--- config.mk ---
export PLATFORM = sky130hd
export DESIGN_NAME = ebp_pin_ctrl
export DESIGN_NICKNAME = d
export VERILOG_FILES = /design/src/include/ebp_pkg.sv /design/src/rtl/ebp_pin_ctrl.sv
export SDC_FILE = /design/constraint.sdc
export NUM_CORES = 1
export LEC_CHECK = 0
export ABC_AREA = 1
export BUFFER_PORTS_ARGS = -buffer_cell sky130_fd_sc_hd__buf_4
export CAP_MARGIN = 5
export CELL_PAD_IN_SITES_DETAIL_PLACEMENT = 2
export CELL_PAD_IN_SITES_GLOBAL_PLACEMENT = 2
export CORE_AREA = 2 2 143 145
export CTS_CLUSTER_DIAMETER = 150
export CTS_CLUSTER_SIZE = 12
export DETAILED_ROUTE_END_ITERATION = 10
export DIE_AREA = 0 0 145 147
export PLACE_DENSITY_LB_ADDON = 0.1
export SLEW_MARGIN = 5
export SYNTH_ARGS = -nofsm -noshare
export SYNTH_HDL_FRONTEND = slang
export SYNTH_SLANG_ARGS = --single-unit
--- constraint.sdc ---
create_clock -name ref_clk_i -period 0.8 [get_ports ref_clk_i]
set_input_delay 0 -clock ref_clk_i [delete_from_list [all_inputs] [get_ports ref_clk_i]]
set_output_delay 0 -clock ref_clk_i [all_outputs]
set_load 0.05 [all_outputs]
--- src/include/ebp_pkg.sv ---
// shared constants for the external bus pin-state controller
// How it works
// - power-on reset: strobes, area0/1 high, bus floats
// - sleep keeps port pin directions and drive
// - external access lowers only addressed area select
// - internal or unaddressed areas keep selects high
// - read strobe on reads, byte strobes on writes
// - data lanes follow access width, else float
package ebp_pkg;
  localparam int ADDR_W = 21;
  localparam int AREA_W = 2;
  localparam int NUM_AREAS = 4;
  localparam int PORT_W = 11;
  // access target codes
  localparam logic [1:0] TGT_INT_RAM = 2'h0;
  localparam logic [1:0] TGT_MODULE = 2'h1;
  localparam logic [1:0] TGT_EXTERNAL = 2'h2;
  // access size codes
  localparam logic [1:0] SZ_UPPER = 2'h0;
  localparam logic [1:0] SZ_LOWER = 2'h1;
  localparam logic [1:0] SZ_WORD = 2'h2;
  localparam logic [1:0] SZ_LONG = 2'h3;
  // idle values
  localparam logic STROBE_IDLE = 1'h1;
  localparam logic [ADDR_W-1:0] ADDR_RST = 21'h000000;
endpackage

--- src/rtl/ebp_pin_ctrl.sv ---
// external bus pin-state controller: selects, strobes, address and data lanes
module ebp_pin_ctrl #(
  parameter int PORT_W = ebp_pkg::PORT_W
) (
  input wire logic ref_clk_i,
  input wire logic rst_n_i,
  input wire logic clk_en_i,
  input wire logic sleep_i,
  input wire logic acc_valid_i,
  input wire logic [1:0] acc_target_i,
  input wire logic [1:0] acc_size_i,
  input wire logic acc_write_i,
  input wire logic [ebp_pkg::AREA_W-1:0] acc_area_i,
  input wire logic [ebp_pkg::ADDR_W-1:0] acc_addr_i,
  input wire logic [15:0] acc_wdata_i,
  input wire logic [15:0] data_lines_i,
  input wire logic [PORT_W-1:0] port_dir_i,
  input wire logic [PORT_W-1:0] port_out_i,
  output logic [15:0] rdata_o,
  output logic [ebp_pkg::ADDR_W-1:0] address_lines_o,
  output logic read_strobe_n_o,
  output logic upper_write_strobe_n_o,
  output logic lower_write_strobe_n_o,
  output logic [ebp_pkg::NUM_AREAS-1:0] area_select_n_o,
  output logic [ebp_pkg::NUM_AREAS-1:0] area_select_oe_o,
  output logic [15:0] data_lines_o,
  output logic [15:0] data_lines_oe_o,
  output logic [PORT_W-1:0] port_o,
  output logic [PORT_W-1:0] port_oe_o
);

  // ------------------------------------------------------------
  // state
  // ------------------------------------------------------------
  typedef struct packed {
    logic [15:0] sync1;
    logic [15:0] sync2;
    logic [15:0] rdata;
    logic [ebp_pkg::ADDR_W-1:0] addr;
    logic rd_n;
    logic wrh_n;
    logic wrl_n;
    logic [ebp_pkg::NUM_AREAS-1:0] sel_n;
    logic [ebp_pkg::NUM_AREAS-1:0] sel_oe;
    logic [15:0] dout;
    logic [15:0] doe;
    logic [PORT_W-1:0] pout;
    logic [PORT_W-1:0] poe;
  } ebp_state_t;

  ebp_state_t state_reg;
  ebp_state_t state_next;

  logic ext;
  logic upper_lane;
  logic lower_lane;

  // ------------------------------------------------------------
  // next state
  // ------------------------------------------------------------
  always_comb begin
    state_next = state_reg;
    ext = acc_valid_i && (acc_target_i == ebp_pkg::TGT_EXTERNAL);
    upper_lane = (acc_size_i != ebp_pkg::SZ_LOWER);
    lower_lane = (acc_size_i != ebp_pkg::SZ_UPPER);
    state_next.sync1 = data_lines_i;
    state_next.sync2 = state_reg.sync1;
    // read data captured from the synchronised pins, no logic on sync1
    state_next.rdata = state_reg.sync2;
    // after the first enabled edge every select is driven; area2/3 float until then
    state_next.sel_oe = '1;
    state_next.addr = acc_addr_i;
    state_next.rd_n = !(ext && !acc_write_i);
    state_next.wrh_n = !(ext && acc_write_i && upper_lane);
    state_next.wrl_n = !(ext && acc_write_i && lower_lane);
    state_next.sel_n = '1;
    if (ext) begin
      state_next.sel_n[acc_area_i] = 1'b0;
    end
    // a longword goes out as one 16-bit cycle per access; the caller splits it
    state_next.dout = acc_wdata_i;
    state_next.doe = '0;
    if (ext && acc_write_i) begin
      state_next.doe = {{8{upper_lane}}, {8{lower_lane}}};
    end
    // ports follow their direction setting, in sleep as when awake
    state_next.pout = port_out_i;
    state_next.poe = port_dir_i;
    // sleep stops bus cycles: strobes and selects idle, data floats
    if (sleep_i) begin
      state_next.rd_n = ebp_pkg::STROBE_IDLE;
      state_next.wrh_n = ebp_pkg::STROBE_IDLE;
      state_next.wrl_n = ebp_pkg::STROBE_IDLE;
      state_next.sel_n = '1;
      state_next.doe = '0;
    end
  end

  always_ff @(posedge ref_clk_i or negedge rst_n_i) begin
    if (!rst_n_i) begin
      state_reg <= '0;
      state_reg.addr <= ebp_pkg::ADDR_RST;
      state_reg.rd_n <= ebp_pkg::STROBE_IDLE;
      state_reg.wrh_n <= ebp_pkg::STROBE_IDLE;
      state_reg.wrl_n <= ebp_pkg::STROBE_IDLE;
      state_reg.sel_n <= '1;
      state_reg.sel_oe <= 4'h3;
    end else if (clk_en_i) begin
      state_reg <= state_next;
    end
  end

  assign rdata_o = state_reg.rdata;
  assign address_lines_o = state_reg.addr;
  assign read_strobe_n_o = state_reg.rd_n;
  assign upper_write_strobe_n_o = state_reg.wrh_n;
  assign lower_write_strobe_n_o = state_reg.wrl_n;
  assign area_select_n_o = state_reg.sel_n;
  assign area_select_oe_o = state_reg.sel_oe;
  assign data_lines_o = state_reg.dout;
  assign data_lines_oe_o = state_reg.doe;
  assign port_o = state_reg.pout;
  assign port_oe_o = state_reg.poe;
endmodule // ebp_pin_ctrl

==> results of run 1 <==
[report_power, final]
part	total [uW]	internal (uW)	switching, uW
Clock	8460	5670	2790
Sequential	6930	6550	383
Combinational	4290	1760	2530
[per-stage QoR]
step	util, %	TNS, ps
floorplan	-	-788
global placement	32.2	-43.9
detailed placement	32.2	-1060
CTS	42.0	-24080
global route	42.7	-25310
finish	42.7	-21340
[cells in the final DEF (no fill, tap or decap)]
cell,netlist,layout
clkinvlp_4,0,4
clkbuf_16,0,17
buf_12,0,5
dlygate4sd3_1,0,88
nand4_1,4,4
nor2_1,7,6
o21ai_2,0,1
a21oi_2,0,1
buf_6,9,78
nor2_2,0,1
o21bai_1,1,1
nand3_1,3,3
clkbuf_8,0,2
o21ai_1,0,2
inv_2,0,3
clkinv_4,0,2
or2_4,0,3
nand2_2,0,4
nand2_1,279,274
a31oi_1,1,1
nand2_4,0,1
bufinv_16,0,5
buf_4,18,118
dfstp_2,7,7
dfrtp_2,0,76
dfrtp_1,110,32
dfrtp_4,0,2
buf_8,0,17
inv_1,24,21
inv_4,1,1
o21ai_0,31,28
conb_1,1,2
clkinv_2,0,1
[how the worst min path moves through the flow]
stage                          from                     end  slack (ps)
finish              acc_target_i[0]  upper_write_strobe_n_o         -40
global route        acc_target_i[0]  upper_write_strobe_n_o          -5
CTS                 acc_target_i[0]      data_lines_oe_o[7]          20
detailed placement          rst_n_i     data_lines_oe_o[14]          30
global placement            rst_n_i     data_lines_oe_o[14]          40
floorplan                   rst_n_i      address_lines_o[0]        -300
[state kept, by name (all words and copies together), names as in the netlist]
register,cells
state_next,32
upper_write_strobe_n_o,1
data_lines_o,16
rdata_o,16
address_lines_o,21
lower_write_strobe_n_o,1
area_select_n_o,4
data_lines_oe_o,2
read_strobe_n_o,1
port_oe_o,11
area_select_oe_o,1
port_o,11
[layout make-up]
cell class              instances  share of cell area [%]
clock buffers                  19                    5.34
repair buffers                306                    35.4
flip-flops and latches        117                    35.8
clock inverters                12                    2.39
inverters                      25                    1.14
multi-input cells             332                    15.9
well taps                     270                    3.98
[layer usage]
metal	up-vias	global-route usage, %	wire length (um)
met5	-	0	0
met3	16	4.13	805
li1	2111	-	-
met2	130	26.9	8280
met1	2138	19.2	6980
met4	0	5.50	216
[worst reg2reg max path: cells and delay by family, from the launching register on]
family          cells  cell delay [ps]
buf+inv             2              170
flops               1              560
compound gates      1               50
[cell families (layout without fill, tap and decap cells)]
kind of cell / after synthesis / in the layout / synth area share [%]
flops: 117 / 117 / 63.1
other cells: 1 / 2 / 0.0806
simple gates: 296 / 296 / 24.3
compound gates: 34 / 34 / 3.74
buf+inv: 67 / 362 / 8.74
[repair_timing]
action                     in CTS  in global routing
setup endpoints to repair     101                113
cloned                          0                  0
setup buffers                   7                  9
hold buffers                   86                  5
resized for setup             104                 23
hold endpoints to repair      201                  5
pin swaps                       3                  7
==> flow_summary.json, run 1 <==
{
  "clkTransAtPathRegs_ps": 50,
  "critPathKind": "flip-flop to output pin",
  "synth_area_leader_cell": "dfrtp_1",
  "hold_path.class": "primary input to flip-flop",
  "drt_wl_total_um": 16300,
  "clock-root-buffer": "clkbuf_16",
  "critical-path-top-delay-family": "flip-flops",
  "ctsHtreeMaxLevel": 4,
  "syn-cell-area_um2": 4650,
  "floorplan.initialDensity_pct": 23.4,
  "critPathCapture": "data_lines_oe_o[12]",
  "worstPathArrival_ps": 1150,
  "die_area_um2": 21300,
  "synth_most_common_cell": "nand2_1",
  "fill_cells": 2134,
  "crit_path_end_kind": "output pin",
  "final_net_count": 886,
  "cp.required_ps": 800,
  "die_x_um": 145,
  "rows": 52,
  "path_cells": "buf_4",
  "fp.dieH_um": 147,
  "min_path_cells": 5,
  "setup_viol": 104,
  "violations": "negative hold slack, negative setup slack",
  "async_reset_ff_share_pct": 100,
  "slowest_stage": "dfrtp_4",
  "syn_avg_cell_area_um2": 9.04,
  "worstPathBufferInverterCount": 1,
  "syn_to_final_growth_pct": 82.2,
  "clockBufferDepth": 2,
  "ys.flop_type": "dfrtp_1",
  "yosysSeqAreaShare_pct": 63.1,
  "fmax_mhz": 872,
  "grt_pass1_vias": 4988,
  "multi_input_area_um2": 1350,
  "grt_setup_unrepaired": "yes",
  "hold_viol_final": 3,
  "p_per_area_nw_per_um2": 2320,
  "path_depth": 1,
  "stdcell_area_um2": 8480,
  "r2r-end": "area_select_n_o[1]",
  "synth_common_cells": "nand2_1 (279), dfrtp_1 (110), o21ai_0 (31)",
  "grt_overflow_total": 0,
  "core_um2": 19800,
  "drt_iter0_markers": 153,
  "netlist.area_leader.share_pct": 59.2,
  "firstDrtPassIters": 6,
  "detail-route-antenna-nets": 0,
  "postSynthCellCount": 515,
  "numCtsBuffers": 17,
  "r2r-start": "area_select_n_o[1]",
  "synth_area_leaders": "dfrtp_1 (59%), nand2_1 (23%), dfstp_2 (4.0%), o21ai_0 (3.3%), buf_4 (2.9%)",
  "place.detailed.hpwl_um": 10400,
  "synth_warnings": 0,
  "ys_types": 19,
  "place_area_um2": 6380,
  "fin_skew_ps": 6.80,
  "cts_tree": "done",
  "finalPower_uw": 19700,
  "outcome": "finished with violations",
  "synth_edf_count": 0,
  "period_needed_ps": 1150,
  "ir_drop_v": 0.00148,
  "grt_max_degree": 66,
  "worstPathMaxFanout": 9,
  "num_vias": 4395,
  "placedCellCount": 947,
  "rr_worst_depth": 3,
  "antenna_found_initial": 0,
  "whs_ps": -44.5,
  "place_ws_ps": -73.9,
  "grt_pass1_wl_um": 26500,
  "synth-seq-cells": 117,
  "io_buffers": 186,
  "routed_via_density": 4.07,
  "gp_congestion": 0.704,
  "maxCapViolCount": 0,
  "drv_slew": 0,
  "wire_per_inst_um": 15.1,
  "clk_latency_ps": 410,
  "r2r_setup_slack_ps": -40,
  "setup_ws_ps": -346,
  "startpoint": "data_lines_oe_o[14]",
  "drive_above_1_share_pct": 43.0,
  "leakagePower_uw": 0.00420,
  "globalRouteTotalUtil_pct": 15.7,
  "regArea_um2": 3040,
  "period_share_pct": 143,
  "io_pins": 189,
  "startpoint_type": "flip-flop",
  "diodes": 0,
  "fin_cells": 1081,
  "drc": 0,
  "crit_path_max_incr_delay_ps": 530,
  "cts_sinks": 117
}
Note: power is estimated with default switching activity, not from simulation.
==> run 2, diff against run 1 <==
--- a/config.mk
+++ b/config.mk
@@ -13,8 +13,8 @@
 export CORE_AREA = 2 2 143 145
 export CTS_CLUSTER_DIAMETER = 150
-export CTS_CLUSTER_SIZE = 12
+export CTS_CLUSTER_SIZE = 30
 export DETAILED_ROUTE_END_ITERATION = 10
 export DIE_AREA = 0 0 145 147
-export PLACE_DENSITY_LB_ADDON = 0.1
+export PLACE_DENSITY_LB_ADDON = 0.05
 export SLEW_MARGIN = 5
 export SYNTH_ARGS = -nofsm -noshare
==> constraint.sdc (replaced) <==
create_clock -name ref_clk_i -period 0.8 [get_ports ref_clk_i]
set_input_delay 0.16 -clock ref_clk_i [delete_from_list [all_inputs] [get_ports ref_clk_i]]
set_output_delay 0.16 -clock ref_clk_i [all_outputs]
set_load 0.05 [all_outputs]
==> run 2 against run 1 <==
Effect of this change: the flow finishes with violations (negative setup slack); sequential share of layout area rose by 0.81 points; combinational power fell by 2%; first-iteration DRC count decreased by 41%; count of clock-buffer cells in the layout grew 4; highest routed layer unchanged; via count is 1.0% lower.
==> flow_summary.json, run 2 (synthesized netlist as in run 1, its figures left out) <==
{
  "routed_via_density": 4.08,
  "clkTransAtPathRegs_ps": 50,
  "outcome": "finished with violations",
  "crit_path_max_incr_delay_ps": 520,
  "io_pins": 189,
  "drt_wl_total_um": 15500,
  "fin_skew_ps": 8.30,
  "fill_cells": 2149,
  "utilization_pct": 41.8,
  "floorplan.initialDensity_pct": 23.4,
  "grt_overflow_total": 0,
  "violations": "negative setup slack",
  "grt_pass1_vias": 5146,
  "period_share_pct": 162,
  "drive_above_1_share_pct": 42.9,
  "ir_drop_v": 0.00140,
  "rows": 52,
  "die_x_um": 145,
  "regArea_um2": 3040,
  "io_buffers": 186,
  "crit_path_end_kind": "output pin",
  "drc": 0,
  "leakagePower_uw": 0.00411,
  "r2r-end": "area_select_oe_o[2]",
  "r2r-start": "area_select_oe_o[2]",
  "p_per_area_nw_per_um2": 2240,
  "cts_tree": "done",
  "fmax_mhz": 771,
  "clockBufferDepth": 2,
  "maxCapViolCount": 0,
  "worstPathMaxFanout": 9,
  "drv_slew": 0,
  "critical-path-top-delay-family": "flip-flops",
  "place.detailed.hpwl_um": 10300,
  "clk_latency_ps": 410,
  "multi_input_area_um2": 1340,
  "worstHoldStart": "acc_write_i",
  "place_area_um2": 6470,
  "grt_max_degree": 45,
  "setup_ws_ps": -497,
  "final_cell_mix": "nand2_1 (272), buf_4 (114), buf_6 (77), dfrtp_2 (76), dlygate4sd3_1 (76)",
  "numCtsBuffers": 17,
  "fp.dieH_um": 147,
  "path_cells": "buf_4",
  "holdPathEnd": "read_strobe_n_o",
  "syn_to_final_growth_pct": 78.2,
  "clock-root-buffer": "clkbuf_16",
  "stdcell_area_um2": 8290,
  "worstPathBufferInverterCount": 1,
  "grt_setup_unrepaired": "yes",
  "diodes": 0,
  "drt_iter0_markers": 91,
  "setup_viol": 106,
  "min_path_cells": 3,
  "slowest_stage": "dfrtp_4",
  "hold_path.class": "primary input to flip-flop",
  "core_um2": 19800,
  "hold_viol_final": 0,
  "firstDrtPassIters": 4,
  "wire_per_inst_um": 14.5,
  "final_common_cell": "nand2_1",
  "globalRouteTotalUtil_pct": 15.4,
  "grt_pass1_wl_um": 26400,
  "rr_worst_depth": 3,
  "die_area_um2": 21300,
  "detail-route-antenna-nets": 0,
  "gp_congestion": 0.696,
  "cp.required_ps": 640,
  "num_vias": 4350,
  "worstPathArrival_ps": 1140,
  "critPathKind": "flip-flop to output pin",
  "ctsHtreeMaxLevel": 4,
  "final_net_count": 871,
  "cts_sinks": 117,
  "period_needed_ps": 1300,
  "antenna_found_initial": 0,
  "startpoint_type": "flip-flop",
  "largest_register_ffs": 32,
  "r2r_setup_slack_ps": -190
}
-- run 2: cell types whose count changed in the layout (fill, tap and decap cells not counted), moves of 3 or more --
| cell | delta |
|---|---|
| clkinv_2 | +3 |
| bufinv_16 | -3 |
| clkbuf_1 | +4 |
| nand2_2 | +3 |
| dlygate4sd3_1 | -12 |
| buf_4 | -4 |
| buf_12 | +7 |
| buf_8 | -5 |
-- run 2: per-layer routing --
| metal | track usage [%] | wire length, um | vias to the layer above |
|---|---|---|---|
| met2 | 27.8 | 8070 | 117 |
| met1 | 17.5 | 6390 | 2143 |
| met5 | 0 | 0 | - |
| met3 | 4.63 | 875 | 13 |
| li1 | - | - | 2077 |
| met4 | 4.75 | 176 | 0 |
-- run 2: cell type report --
cell class / instances / area share, %
clock buffer: 23 / 5.64
timing repair buffer: 291 / 35.0
sequential: 117 / 36.7
inverter: 25 / 1.16
tap: 270 / 4.07
clock inverter: 9 / 1.25
multi-input combinational: 332 / 16.2
-- run 2: metrics by stage --
| stage | hold slack [ps] | setup slack [ps] | std cells | TNS [ps] | total power [uW] |
|---|---|---|---|---|---|
| floorplan | -136 | -156 | 516 | -2990 | 9050 |
| detailed placement | 204 | -162 | 948 | -12120 | 10600 |
| global placement | 200 | -148 | 948 | -10470 | 10500 |
| finish | 52.2 | -497 | 1067 | -36700 | 18600 |
| global route | 47.7 | -538 | 1067 | -40720 | 19500 |
| CTS | 27.9 | -521 | 1061 | -39130 | 18800 |
-- run 2: timing repair --
item	in CTS	in global routing
pin swaps	2	2
resized for setup	99	15
setup buffers	5	6
endpoints found under the hold margin	185	0
hold buffers	76	0
endpoints found under the setup margin	102	108
-- run 2: worst max path at each step --
stage | slack (ps) | from | depth (start not counted) | to
detailed placement | -160 | clk_en_i | 7 | area_select_n_o[1]
global route | -540 | data_lines_oe_o[7] | 1 | data_lines_oe_o[4]
CTS | -520 | data_lines_oe_o[14] | 1 | data_lines_oe_o[12]
global placement | -150 | clk_en_i | 7 | area_select_n_o[1]
floorplan | -160 | area_select_n_o[2] | 3 | area_select_n_o[2]
finish | -500 | data_lines_oe_o[14] | 1 | data_lines_oe_o[9]
-- run 2: power breakdown --
part | switching (uW) | internal (uW) | total (uW)
combinational | 2500 | 1720 | 4220
clock | 2680 | 4730 | 7410
sequential | 373 | 6550 | 6920
